## src/rtc_defines.svh

```systemverilog
// How it works
// - Captured date and sub-second valid only while timestamp flag set; cleared with it.
// - Date capture: week day 15:13, month tens 12, month units 11:8, date 5:0.
// - Timestamp event copies the 16-bit prescaler count into the sub-second field.
// - Calibration register takes writes only while write protection is unlocked.
// - Calibration-plus inserts one pulse every 2048 pulses.
// - Calibration-minus masks that many pulses out of every 1048576.
// - Eight-second window forces calibration-minus bits 1:0 to zero.
// - Sixteen-second window forces calibration-minus bit 0 to zero.
// - Pins 15 and 14 forced push-pull from value bit when oscillator off.
// - Pin 13 forced push-pull from value bit when clock alternate functions off.
// - With alarm on pin 13, value bit picks open-drain or push-pull.
// - Pull-up precharges tamper inputs before each sample unless disabled.
// - Precharge code 0..3 gives 1, 2, 4 or 8 cycles.
// - Filter codes 1..3 need 2, 4 or 8 consecutive active samples.
// - Filter code 0 detects on edge with no pull-up.
// - Sampling divisor is 32768 shifted right by the rate code.
// - Timestamp-on-tamper saves a timestamp on each tamper event.
// - Filtered mode trigger bit: 0 low level, 1 high level.
// - Edge mode trigger bit: 0 rising edge, 1 falling edge.
// - Each input watched only while its own detect enable is set.
// - Tamper interrupt enable gates the interrupt request.
`ifndef RTC_DEFINES_SVH
`define RTC_DEFINES_SVH

// ----------------------------------------
// Register offsets
// ----------------------------------------
`define OFS_TS_DATE 8'h34
`define OFS_TS_SUB 8'h38
`define OFS_CAL 8'h3c
`define OFS_TAMPER 8'h40
`define OFS_STATUS 8'h4c

// ----------------------------------------
// Field positions
// ----------------------------------------
`define CAL_PLUS 15
`define CAL_W8 14
`define CAL_W16 13
`define CAL_WMASK 32'h0000e1ff
`define TP_P15_FORCE 23
`define TP_P15_VAL 22
`define TP_P14_FORCE 21
`define TP_P14_VAL 20
`define TP_P13_FORCE 19
`define TP_P13_VAL 18
`define TP_PUDIS 15
`define TP_WMASK 32'h00fcff9f
`define ST_TSF 0
`define ST_T1F 1
`define ST_T2F 2

// ----------------------------------------
// Reset values and timing
// ----------------------------------------
`define RESET_WORD 32'h00000000
`define SAMPLE_LOG2 15
`define CAL_SLOT_LOG2 11
`define CAL_WIN_LOG2 20

`endif

```

## src/rtc_pkg.sv

```systemverilog
package rtc_pkg;

    typedef enum logic [2:0]
    {
        CH_OFF = 3'b001,
        CH_WATCH = 3'b010,
        CH_HIT = 3'b100
    } ch_state_type;

endpackage

```

## src/rtc_tamper_top.sv

```systemverilog
// The AHB-Lite interface to the registers was decided locally.
`timescale 1ns/100ps
`include "rtc_defines.svh"
module rtc_tamper_top
    import rtc_pkg::*;
#(
    parameter int SAMPLE_LOG2 = `SAMPLE_LOG2
)
(
    input wire logic hclk,
    input wire logic hresetn,
    input wire logic hsel,
    input wire logic [7:0] haddr,
    input wire logic [1:0] htrans,
    input wire logic hwrite,
    input wire logic [2:0] hsize,
    input wire logic [31:0] hwdata,
    input wire logic hready,
    output logic [31:0] hrdata,
    output logic hreadyout,
    output logic hresp,
    input wire logic wp_unlocked,
    input wire logic timestamp_enable,
    input wire logic timestamp_event,
    input wire logic [2:0] week_day_units,
    input wire logic month_tens,
    input wire logic [3:0] month_units,
    input wire logic [1:0] date_tens,
    input wire logic [3:0] date_units,
    input wire logic [15:0] prescaler_count,
    input wire logic lse_enabled,
    input wire logic rtc_af_enabled,
    input wire logic alarm_on_pin13,
    input wire logic alarm_level,
    input wire logic tamper_input1,
    input wire logic tamper_input2,
    output logic [1:0] tamper_pullup_en,
    output logic pin13_out,
    output logic pin13_oe,
    output logic pin14_out,
    output logic pin14_oe,
    output logic pin15_out,
    output logic pin15_oe,
    output logic timestamp_flag,
    output logic tamper_irq,
    output logic cal_mask_pulse,
    output logic cal_insert_pulse
);

    // ----------------------------------------
    // Helpers
    // ----------------------------------------
    function automatic logic [8:0] calibration_minus_of(input logic [31:0] cal);
        logic [8:0] v;
        v = cal[8:0];
        if (cal[`CAL_W8])
            v[1:0] = 2'b00;
        else if (cal[`CAL_W16])
            v[0] = 1'b0;
        return v;
    endfunction

    function automatic logic [31:0] cal_view(input logic [31:0] cal);
        return {cal[31:9], calibration_minus_of(cal)};
    endfunction

    // ----------------------------------------
    // Declarations
    // ----------------------------------------
    logic [31:0] ts_date_r;
    logic [31:0] ts_sub_r;
    logic [31:0] cal_r;
    logic [31:0] tamp_r;
    logic [2:0] status_r;
    logic [7:0] addr_r;
    logic wr_r;
    logic [31:0] rd_nxt;
    logic take;
    logic wr_cal;
    logic wr_tamp;
    logic wr_stat;
    logic clr_tsf;
    logic [SAMPLE_LOG2-1:0] scnt_r;
    logic [SAMPLE_LOG2-1:0] smask;
    logic [SAMPLE_LOG2-1:0] remain;
    logic sample_tick;
    logic [3:0] prch_cycles;
    logic ev1;
    logic ev2;
    logic tamper_ev;
    logic ts_ev;
    logic [1:0] filt;
    logic [2:0] freq;
    logic pull_want;

    assign filt = tamp_r[12:11];
    assign freq = tamp_r[10:8];

    // ----------------------------------------
    // Bus slave
    // ----------------------------------------
    assign take = hsel && htrans[1] && hready;
    assign wr_cal = wr_r && (addr_r == `OFS_CAL) && wp_unlocked;
    assign wr_tamp = wr_r && (addr_r == `OFS_TAMPER);
    assign wr_stat = wr_r && (addr_r == `OFS_STATUS);
    assign clr_tsf = wr_stat && hwdata[`ST_TSF];

    always_comb
    begin
        case (haddr)
            `OFS_TS_DATE: rd_nxt = ts_date_r;
            `OFS_TS_SUB: rd_nxt = ts_sub_r;
            `OFS_CAL: rd_nxt = cal_view(cal_r);
            `OFS_TAMPER: rd_nxt = tamp_r;
            `OFS_STATUS: rd_nxt = {29'h0, status_r};
            default: rd_nxt = 32'h0;
        endcase
    end

    always_ff @(posedge hclk or negedge hresetn)
    begin
        if (!hresetn)
        begin
            addr_r <= 8'h00;
            wr_r <= 1'b0;
            hrdata <= `RESET_WORD;
            hreadyout <= 1'b0;
            hresp <= 1'b0;
        end
        else
        begin
            hreadyout <= 1'b1;
            hresp <= 1'b0;
            wr_r <= take && hwrite;
            if (take)
                addr_r <= haddr;
            if (take && !hwrite)
                hrdata <= rd_nxt;
        end
    end

    // ----------------------------------------
    // Configuration registers
    // ----------------------------------------
    always_ff @(posedge hclk or negedge hresetn)
    begin
        if (!hresetn)
            cal_r <= `RESET_WORD;
        else if (wr_cal)
            cal_r <= hwdata & `CAL_WMASK;
    end

    always_ff @(posedge hclk or negedge hresetn)
    begin
        if (!hresetn)
            tamp_r <= `RESET_WORD;
        else if (wr_tamp)
            tamp_r <= hwdata & `TP_WMASK;
    end

    // ----------------------------------------
    // Sample clock and precharge
    // ----------------------------------------
    assign smask = SAMPLE_LOG2'((1 << (SAMPLE_LOG2 - int'(freq))) - 1);
    assign remain = smask - (scnt_r & smask);
    assign sample_tick = (remain == '0);
    assign prch_cycles = 4'h1 << tamp_r[14:13];
    assign pull_want = (filt != 2'h0) && !tamp_r[`TP_PUDIS];

    always_ff @(posedge hclk or negedge hresetn)
    begin
        if (!hresetn)
            scnt_r <= '0;
        else
            scnt_r <= scnt_r + 1'b1;
    end

    always_ff @(posedge hclk or negedge hresetn)
    begin
        if (!hresetn)
            tamper_pullup_en <= 2'b00;
        else if (pull_want && remain != '0 && remain <= SAMPLE_LOG2'(prch_cycles))
            tamper_pullup_en <= {tamp_r[3], tamp_r[0]};
        else
            tamper_pullup_en <= 2'b00;
    end

    // ----------------------------------------
    // Tamper detectors
    // ----------------------------------------
    tamper_channel u_ch1
    (
        .hclk(hclk),
        .hresetn(hresetn),
        .enable(tamp_r[0]),
        .trig_level(tamp_r[1]),
        .filter(filt),
        .sample_tick(sample_tick),
        .pin(tamper_input1),
        .event_pulse(ev1)
    );

    tamper_channel u_ch2
    (
        .hclk(hclk),
        .hresetn(hresetn),
        .enable(tamp_r[3]),
        .trig_level(tamp_r[4]),
        .filter(filt),
        .sample_tick(sample_tick),
        .pin(tamper_input2),
        .event_pulse(ev2)
    );

    assign tamper_ev = ev1 || ev2;
    assign ts_ev = (timestamp_event && timestamp_enable) || (tamper_ev && tamp_r[7]);

    // ----------------------------------------
    // Status flags
    // ----------------------------------------
    always_ff @(posedge hclk or negedge hresetn)
    begin
        if (!hresetn)
            status_r <= 3'b000;
        else
        begin
            if (ts_ev)
                status_r[`ST_TSF] <= 1'b1;
            else if (clr_tsf)
                status_r[`ST_TSF] <= 1'b0;
            if (ev1)
                status_r[`ST_T1F] <= 1'b1;
            else if (wr_stat && hwdata[`ST_T1F])
                status_r[`ST_T1F] <= 1'b0;
            if (ev2)
                status_r[`ST_T2F] <= 1'b1;
            else if (wr_stat && hwdata[`ST_T2F])
                status_r[`ST_T2F] <= 1'b0;
        end
    end

    always_ff @(posedge hclk or negedge hresetn)
    begin
        if (!hresetn)
        begin
            timestamp_flag <= 1'b0;
            tamper_irq <= 1'b0;
        end
        else
        begin
            timestamp_flag <= status_r[`ST_TSF];
            tamper_irq <= tamp_r[2] && (status_r[`ST_T1F] || status_r[`ST_T2F]);
        end
    end

    // ----------------------------------------
    // Timestamp capture
    // ----------------------------------------
    always_ff @(posedge hclk or negedge hresetn)
    begin
        if (!hresetn)
        begin
            ts_date_r <= `RESET_WORD;
            ts_sub_r <= `RESET_WORD;
        end
        else if (ts_ev)
        begin
            ts_date_r <= {16'h0, week_day_units, month_tens, month_units,
                          2'b00, date_tens, date_units};
            ts_sub_r <= {16'h0, prescaler_count};
        end
        else if (clr_tsf)
        begin
            ts_date_r <= `RESET_WORD;
            ts_sub_r <= `RESET_WORD;
        end
    end

    // ----------------------------------------
    // Smooth calibration
    // ----------------------------------------
    smooth_cal u_cal
    (
        .hclk(hclk),
        .hresetn(hresetn),
        .cal_plus(cal_r[`CAL_PLUS]),
        .w8(cal_r[`CAL_W8]),
        .w16(cal_r[`CAL_W16]),
        .calibration_minus_eff(calibration_minus_of(cal_r)),
        .mask_pulse(cal_mask_pulse),
        .insert_pulse(cal_insert_pulse)
    );

    // ----------------------------------------
    // Forced pins
    // ----------------------------------------
    always_ff @(posedge hclk or negedge hresetn)
    begin
        if (!hresetn)
        begin
            pin13_out <= 1'b0;
            pin13_oe <= 1'b0;
            pin14_out <= 1'b0;
            pin14_oe <= 1'b0;
            pin15_out <= 1'b0;
            pin15_oe <= 1'b0;
        end
        else
        begin
            pin15_oe <= tamp_r[`TP_P15_FORCE] && !lse_enabled;
            pin15_out <= tamp_r[`TP_P15_FORCE] && !lse_enabled && tamp_r[`TP_P15_VAL];
            pin14_oe <= tamp_r[`TP_P14_FORCE] && !lse_enabled;
            pin14_out <= tamp_r[`TP_P14_FORCE] && !lse_enabled && tamp_r[`TP_P14_VAL];
            if (alarm_on_pin13)
            begin
                pin13_oe <= tamp_r[`TP_P13_VAL] || !alarm_level;
                pin13_out <= tamp_r[`TP_P13_VAL] && alarm_level;
            end
            else if (tamp_r[`TP_P13_FORCE] && !rtc_af_enabled)
            begin
                pin13_oe <= 1'b1;
                pin13_out <= tamp_r[`TP_P13_VAL];
            end
            else
            begin
                pin13_oe <= 1'b0;
                pin13_out <= 1'b0;
            end
        end
    end
endmodule

```

## src/tamper_channel.sv

```systemverilog
`timescale 1ns/100ps
`include "rtc_defines.svh"
module tamper_channel
    import rtc_pkg::*;
(
    input wire logic hclk,
    input wire logic hresetn,
    input wire logic enable,
    input wire logic trig_level,
    input wire logic [1:0] filter,
    input wire logic sample_tick,
    input wire logic pin,
    output logic event_pulse
);

    ch_state_type state_r;
    logic prev_r;
    logic [3:0] run_r;
    logic active;
    logic edge_hit;
    logic [3:0] need;

    assign active = (pin == trig_level);
    assign edge_hit = trig_level ? (prev_r & ~pin) : (~prev_r & pin);
    assign need = 4'h1 << filter;

    // ----------------------------------------
    // Detection state
    // ----------------------------------------
    always_ff @(posedge hclk or negedge hresetn)
    begin
        if (!hresetn)
        begin
            state_r <= CH_OFF;
            prev_r <= 1'b0;
            run_r <= 4'h0;
            event_pulse <= 1'b0;
        end
        else
        begin
            prev_r <= pin;
            event_pulse <= 1'b0;
            case (state_r)
                CH_OFF:
                begin
                    run_r <= 4'h0;
                    if (enable)
                        state_r <= CH_WATCH;
                end
                CH_WATCH:
                begin
                    if (!enable)
                        state_r <= CH_OFF;
                    else if (filter == 2'h0)
                    begin
                        if (edge_hit)
                            event_pulse <= 1'b1;
                    end
                    else if (sample_tick)
                    begin
                        if (!active)
                            run_r <= 4'h0;
                        else if (run_r + 4'h1 >= need)
                        begin
                            event_pulse <= 1'b1;
                            state_r <= CH_HIT;
                        end
                        else
                            run_r <= run_r + 4'h1;
                    end
                end
                CH_HIT:
                begin
                    run_r <= 4'h0;
                    if (!enable)
                        state_r <= CH_OFF;
                    else if (sample_tick && !active)
                        state_r <= CH_WATCH;
                end
                default:
                    state_r <= CH_OFF;
            endcase
        end
    end
endmodule

```

## src/smooth_cal.sv

```systemverilog
`timescale 1ns/100ps
`include "rtc_defines.svh"
module smooth_cal
(
    input wire logic hclk,
    input wire logic hresetn,
    input wire logic cal_plus,
    input wire logic w8,
    input wire logic w16,
    input wire logic [8:0] calibration_minus_eff,
    output logic mask_pulse,
    output logic insert_pulse
);

    logic [`CAL_WIN_LOG2-1:0] cnt_r;
    logic [8:0] slot;
    logic slot_start;

    assign slot_start = (cnt_r[`CAL_SLOT_LOG2-1:0] == '0);
    assign slot = w8 ? {cnt_r[17:11], 2'b00} :
                  w16 ? {cnt_r[18:11], 1'b0} : cnt_r[19:11];

    // ----------------------------------------
    // Window counter and pulse decisions
    // ----------------------------------------
    always_ff @(posedge hclk or negedge hresetn)
    begin
        if (!hresetn)
        begin
            cnt_r <= '0;
            mask_pulse <= 1'b0;
            insert_pulse <= 1'b0;
        end
        else
        begin
            cnt_r <= cnt_r + 1'b1;
            mask_pulse <= slot_start && (slot < calibration_minus_eff);
            insert_pulse <= cal_plus && slot_start;
        end
    end
endmodule

```

## config.mk

```make
export PLATFORM = sky130hd
export DESIGN_NAME = rtc_tamper_top
export DESIGN_NICKNAME = d
export VERILOG_FILES = /design/src/rtc_pkg.sv /design/src/rtc_tamper_top.sv /design/src/tamper_channel.sv /design/src/smooth_cal.sv
export VERILOG_INCLUDE_DIRS = /design/src
export SDC_FILE = /design/constraint.sdc
export NUM_CORES = 1
export LEC_CHECK = 0
export ABC_AREA = 1
export BUFFER_PORTS_ARGS = -buffer_cell sky130_fd_sc_hd__buf_4
export CAP_MARGIN = 20
export CORE_ASPECT_RATIO = 1.75
export CORE_MARGIN = 2
export CORE_UTILIZATION = 61
export CTS_CLUSTER_DIAMETER = 200
export DETAILED_ROUTE_END_ITERATION = 8
export GPL_ROUTABILITY_DRIVEN = 1
export GPL_TIMING_DRIVEN = 0
export PLACE_DENSITY_LB_ADDON = 0.25
export SLEW_MARGIN = 25
export SYNTH_ARGS = -nofsm -noshare
export SYNTH_HDL_FRONTEND = slang
export SYNTH_SLANG_ARGS = --single-unit
```

## constraint.sdc

```tcl
create_clock -name hclk -period 2.9 [get_ports hclk]
set_input_delay 0.87 -clock hclk [delete_from_list [all_inputs] [get_ports hclk]]
set_output_delay 0.87 -clock hclk [all_outputs]
set_load 0.02 [all_outputs]
```

==> qor.yml <==
worst_setup_path:
  arrival_ns: 2.54
  path_class: "register to register"
  cp_slowest_cell: "dfrtp_1"
  cp_cell_sequence: "clkbuf_1 > inv_1 > clkbuf_1 > o21ai_0 > a21oi_1 > a21oi_1 > ha_1 > a21oi_1 > nand2_1 > nor2_1"
  required_ns: 3.26
  crit_top_cell: "a21oi_1"
  cp-end-kind: "register"
  path_max_fanout: 10
  max_stage_delay_ns: 0.32
  cp-start-kind: "register"
pwr:
  seqPwrFrac: 0.458
  powerDensity_nw_per_um2: 564
  p_int_mw: 3.91
  p_switching_mw: 1.65
  swShare: 0.297
  combPwrFrac: 0.146
  leakagePower_nw: 5.29
  irDropWorstVdd_mv: 0.346
  clkPwrFrac: 0.396
final_layout:
  layout.nets: 1213
  antennaDiodeCount: 0
  drive_gt1_frac: 0.187
  final_cells: 1286
  area_delta_synth_final_pct: 20.8
clocking:
  htreeDepth: 4
  cts_buffers: 17
  cts_setup_buffers: 0
  cts_resized: 0
  cts.clk_slew.worst_paths_ns: 0.07
  clock_latency_ns: 0.43
  cts.sinks: 162
  clock_path_buffers: 2
  hold_buffers: 0
  cts_tree: "built"
  cts_root_buf: "clkbuf_16"
timing:
  fin_crit_ns: 2.19
  rsz0062_at_grt: "no"
  slew_headroom: 0.544
  clock_skew_ns: 0.0126
  finalHoldViolations: 0
  period_share: 0.753
  setup_viol: 0
  clock.fmax_mhz: 458
  fin_tns_setup_ns: 0
  maxSlewViolCount: 0
  worst_pin_slew_ns: 0.678
floorplanning:
  rows: 56
  die_h_um: 157
  dieArea_um2: 14400
  start_util: 0.617
  die_x_um: 91.5
  core_um2: 13200
  num_io_pins: 135
synthesis:
  yosys_warnings: 0
  synthesis.area_per_instance_um2: 8.51
  ys_seq_area_frac: 0.497
  synthCells: 960
  yosys.cell_types.count: 46
  synth_edf_count: 0
  async_reset_ff_frac: 1.00
  synth_seq_cells: 162
  ys.flop_type: "dfrtp_1"
  synth_area_um2: 8170
routing:
  vias: 6990
  drt_drc_violations_left: 0
  drtIter0Drc: 393
  antenna_left: 0
  dr.pass1.iters: 7
  routed_wl_um: 20300
  avgRoutedWirePerCell_um: 15.8
  drt-vias-per-instance: 5.44
flow_run:
  cap_violations: 0
global_route:
  antenna_found_initial: 0
  grt_pass1_wl_um: 32800
  grt_max_degree: 97
  gr-total-overflow: 0
  grt_pass1_vias: 7108
  grt_use_total: 0.291
placement:
  port-buffer-count: 109
  dpl.hpwl_um: 15000
  dp_cells: 1254
  globalplace.congestion: 0.925
outcome:
  status: "finished, final reports clean"
hold_path:
  hold_class: "input port to async pin"
[cells by family after synthesis]
family	synth area share
AND/OR/NAND/NOR	0.216
other	0.000920
multiplexers	0.00414
buffers and inverters	0.103
flip-flops	0.497
XOR/XNOR	0.0354
adder cells (fa/ha/maj)	0.0383
AO/OA/AOI/OAI	0.105
[cell usage after synthesis (2+ instances only)]
| cell type | instances | area [um2] |
|---|---|---|
| buf_2 | 6 | 30.0 |
| conb_1 | 2 | 7.51 |
| dfrtp_1 | 160 | 4000 |
| inv_2 | 3 | 11.3 |
| ha_1 | 25 | 313 |
| nand2_4 | 2 | 22.5 |
| o21ai_1 | 12 | 60.1 |
| nor3_1 | 9 | 45.0 |
| inv_1 | 168 | 631 |
| clkbuf_1 | 10 | 37.5 |
| nand2_2 | 5 | 31.3 |
| o21ai_0 | 60 | 300 |
| o21bai_1 | 2 | 15.0 |
| nor3_2 | 4 | 40.0 |
| dfstp_2 | 2 | 52.6 |
| o21a_1 | 2 | 15.0 |
| a22oi_1 | 4 | 30.0 |
| nor2_2 | 8 | 50.1 |
| nand4_1 | 8 | 50.1 |
| nand2_1 | 157 | 589 |
| xnor2_1 | 8 | 70.1 |
| a21oi_1 | 36 | 180 |
| nor3_4 | 4 | 65.1 |
| nor2_4 | 2 | 22.5 |
| nand3_2 | 5 | 50.1 |
| nor4_1 | 5 | 31.3 |
| xor2_1 | 25 | 219 |
| nand3_1 | 69 | 345 |
| buf_4 | 16 | 120 |
| nand3b_1 | 7 | 52.6 |
| mux2_2 | 3 | 33.8 |
| or2_2 | 2 | 12.5 |
| o22ai_1 | 35 | 219 |
| nor2_1 | 82 | 308 |
[worst max-delay path: cells and delay by family, from the launching register on]
kind / cells / cell delay [ns]
buf+inv: 3 / 0.63
compound gates: 4 / 0.67
flops: 1 / 0.32
fa+ha+maj: 1 / 0.30
simple gates: 2 / 0.19
[placed cells by master (no fill, tap or decap), types with 3 or more instances in the layout]
master	synthesis	layout
inv_1	168	168
dfrtp_1	160	160
nand2_1	157	157
buf_4	16	124
nor2_1	82	82
nand3_1	69	69
o21ai_0	60	60
a21oi_1	36	36
o22ai_1	35	35
xor2_1	25	25
ha_1	25	25
clkbuf_16	0	17
o21ai_1	12	12
conb_1	2	12
clkbuf_1	10	10
nor3_1	9	9
nand4_1	8	8
nor2_2	8	8
xnor2_1	8	8
nand3b_1	7	7
buf_2	6	6
nor4_1	5	5
nand3_2	5	5
nand2_2	5	5
inv_8	0	5
nor3_4	4	4
nor3_2	4	4
a22oi_1	4	4
mux2_2	3	3
inv_2	3	3
inv_6	0	3
clkinv_4	0	3
clkinv_8	0	3
[power by group through the flow]
stage | sequential [mW] | clock (mW) | combinational, mW
global route | 2.57 | 2.32 | 0.911
global placement | 2.58 | 0 | 0.770
floorplan | 2.58 | 0 | 0.504
finish | 2.55 | 2.20 | 0.813
CTS | 2.54 | 2.21 | 0.809
detailed placement | 2.59 | 0 | 0.799
[routing by layer]
layer	global-route usage	vias up	share of wire
met2	0.547	245	0.56
met5	0	-	0
met1	0.312	3349	0.36
met4	0.141	0	0.040
li1	-	3336	-
met3	0.0474	60	0.043
[registers in the layout, summed over array words and instances (netlist names), 8 cells and up]
signal / flops
addr_r: 8
hrdata: 22
ts_sub_r: 16
ts_date_r: 14
u_cal.cnt_r: 20
scnt_r: 15
tamp_r: 20
cal_r: 12
[layout make-up]
| cell class | count | area [um2] |
|---|---|---|
| inverters | 171 | 642 |
| clock buffers | 17 | 425 |
| well taps | 174 | 218 |
| flip-flops and latches | 162 | 4060 |
| plain buffers | 34 | 203 |
| fillers | 1016 | 3380 |
| clock inverters | 15 | 163 |
| repair buffers | 110 | 853 |
| multi-input cells | 603 | 3300 |
[worst paths after layout]
| kind | from | endpoint | slack [ns] | depth (start not counted) |
|---|---|---|---|---|
| max | cal_r[13] | u_cal.mask_pulse | 0.71 | 10 |
| min | hresetn | u_cal.cnt_r[8] | 0.39 | 1 |
| max reg2reg | cal_r[13] | u_cal.mask_pulse | 0.71 | 10 |
| min reg2reg | status_r[0] | timestamp_flag | 0.43 | 0 |
| max in group asynchronous | hresetn | tamp_r[9] | 1.68 | 2 |
| min in group hclk | status_r[0] | timestamp_flag | 0.43 | 0 |
[stage by stage]
step | cell area [um2] | hold slack (ns) | setup WS, ns | power [mW] | utilization
floorplan | 8200 | 0.369 | 1.04 | 3.08 | -
global placement | 9240 | 0.411 | 0.112 | 3.35 | 0.698
detailed placement | 9270 | 0.410 | 0.576 | 3.39 | 0.700
CTS | 9860 | 0.407 | 0.772 | 5.57 | 0.745
global route | 9860 | 0.436 | 0.504 | 5.79 | 0.745
finish | 9860 | 0.386 | 0.715 | 5.56 | 0.745
No activity file was read; power rests on OpenSTA's default activity.
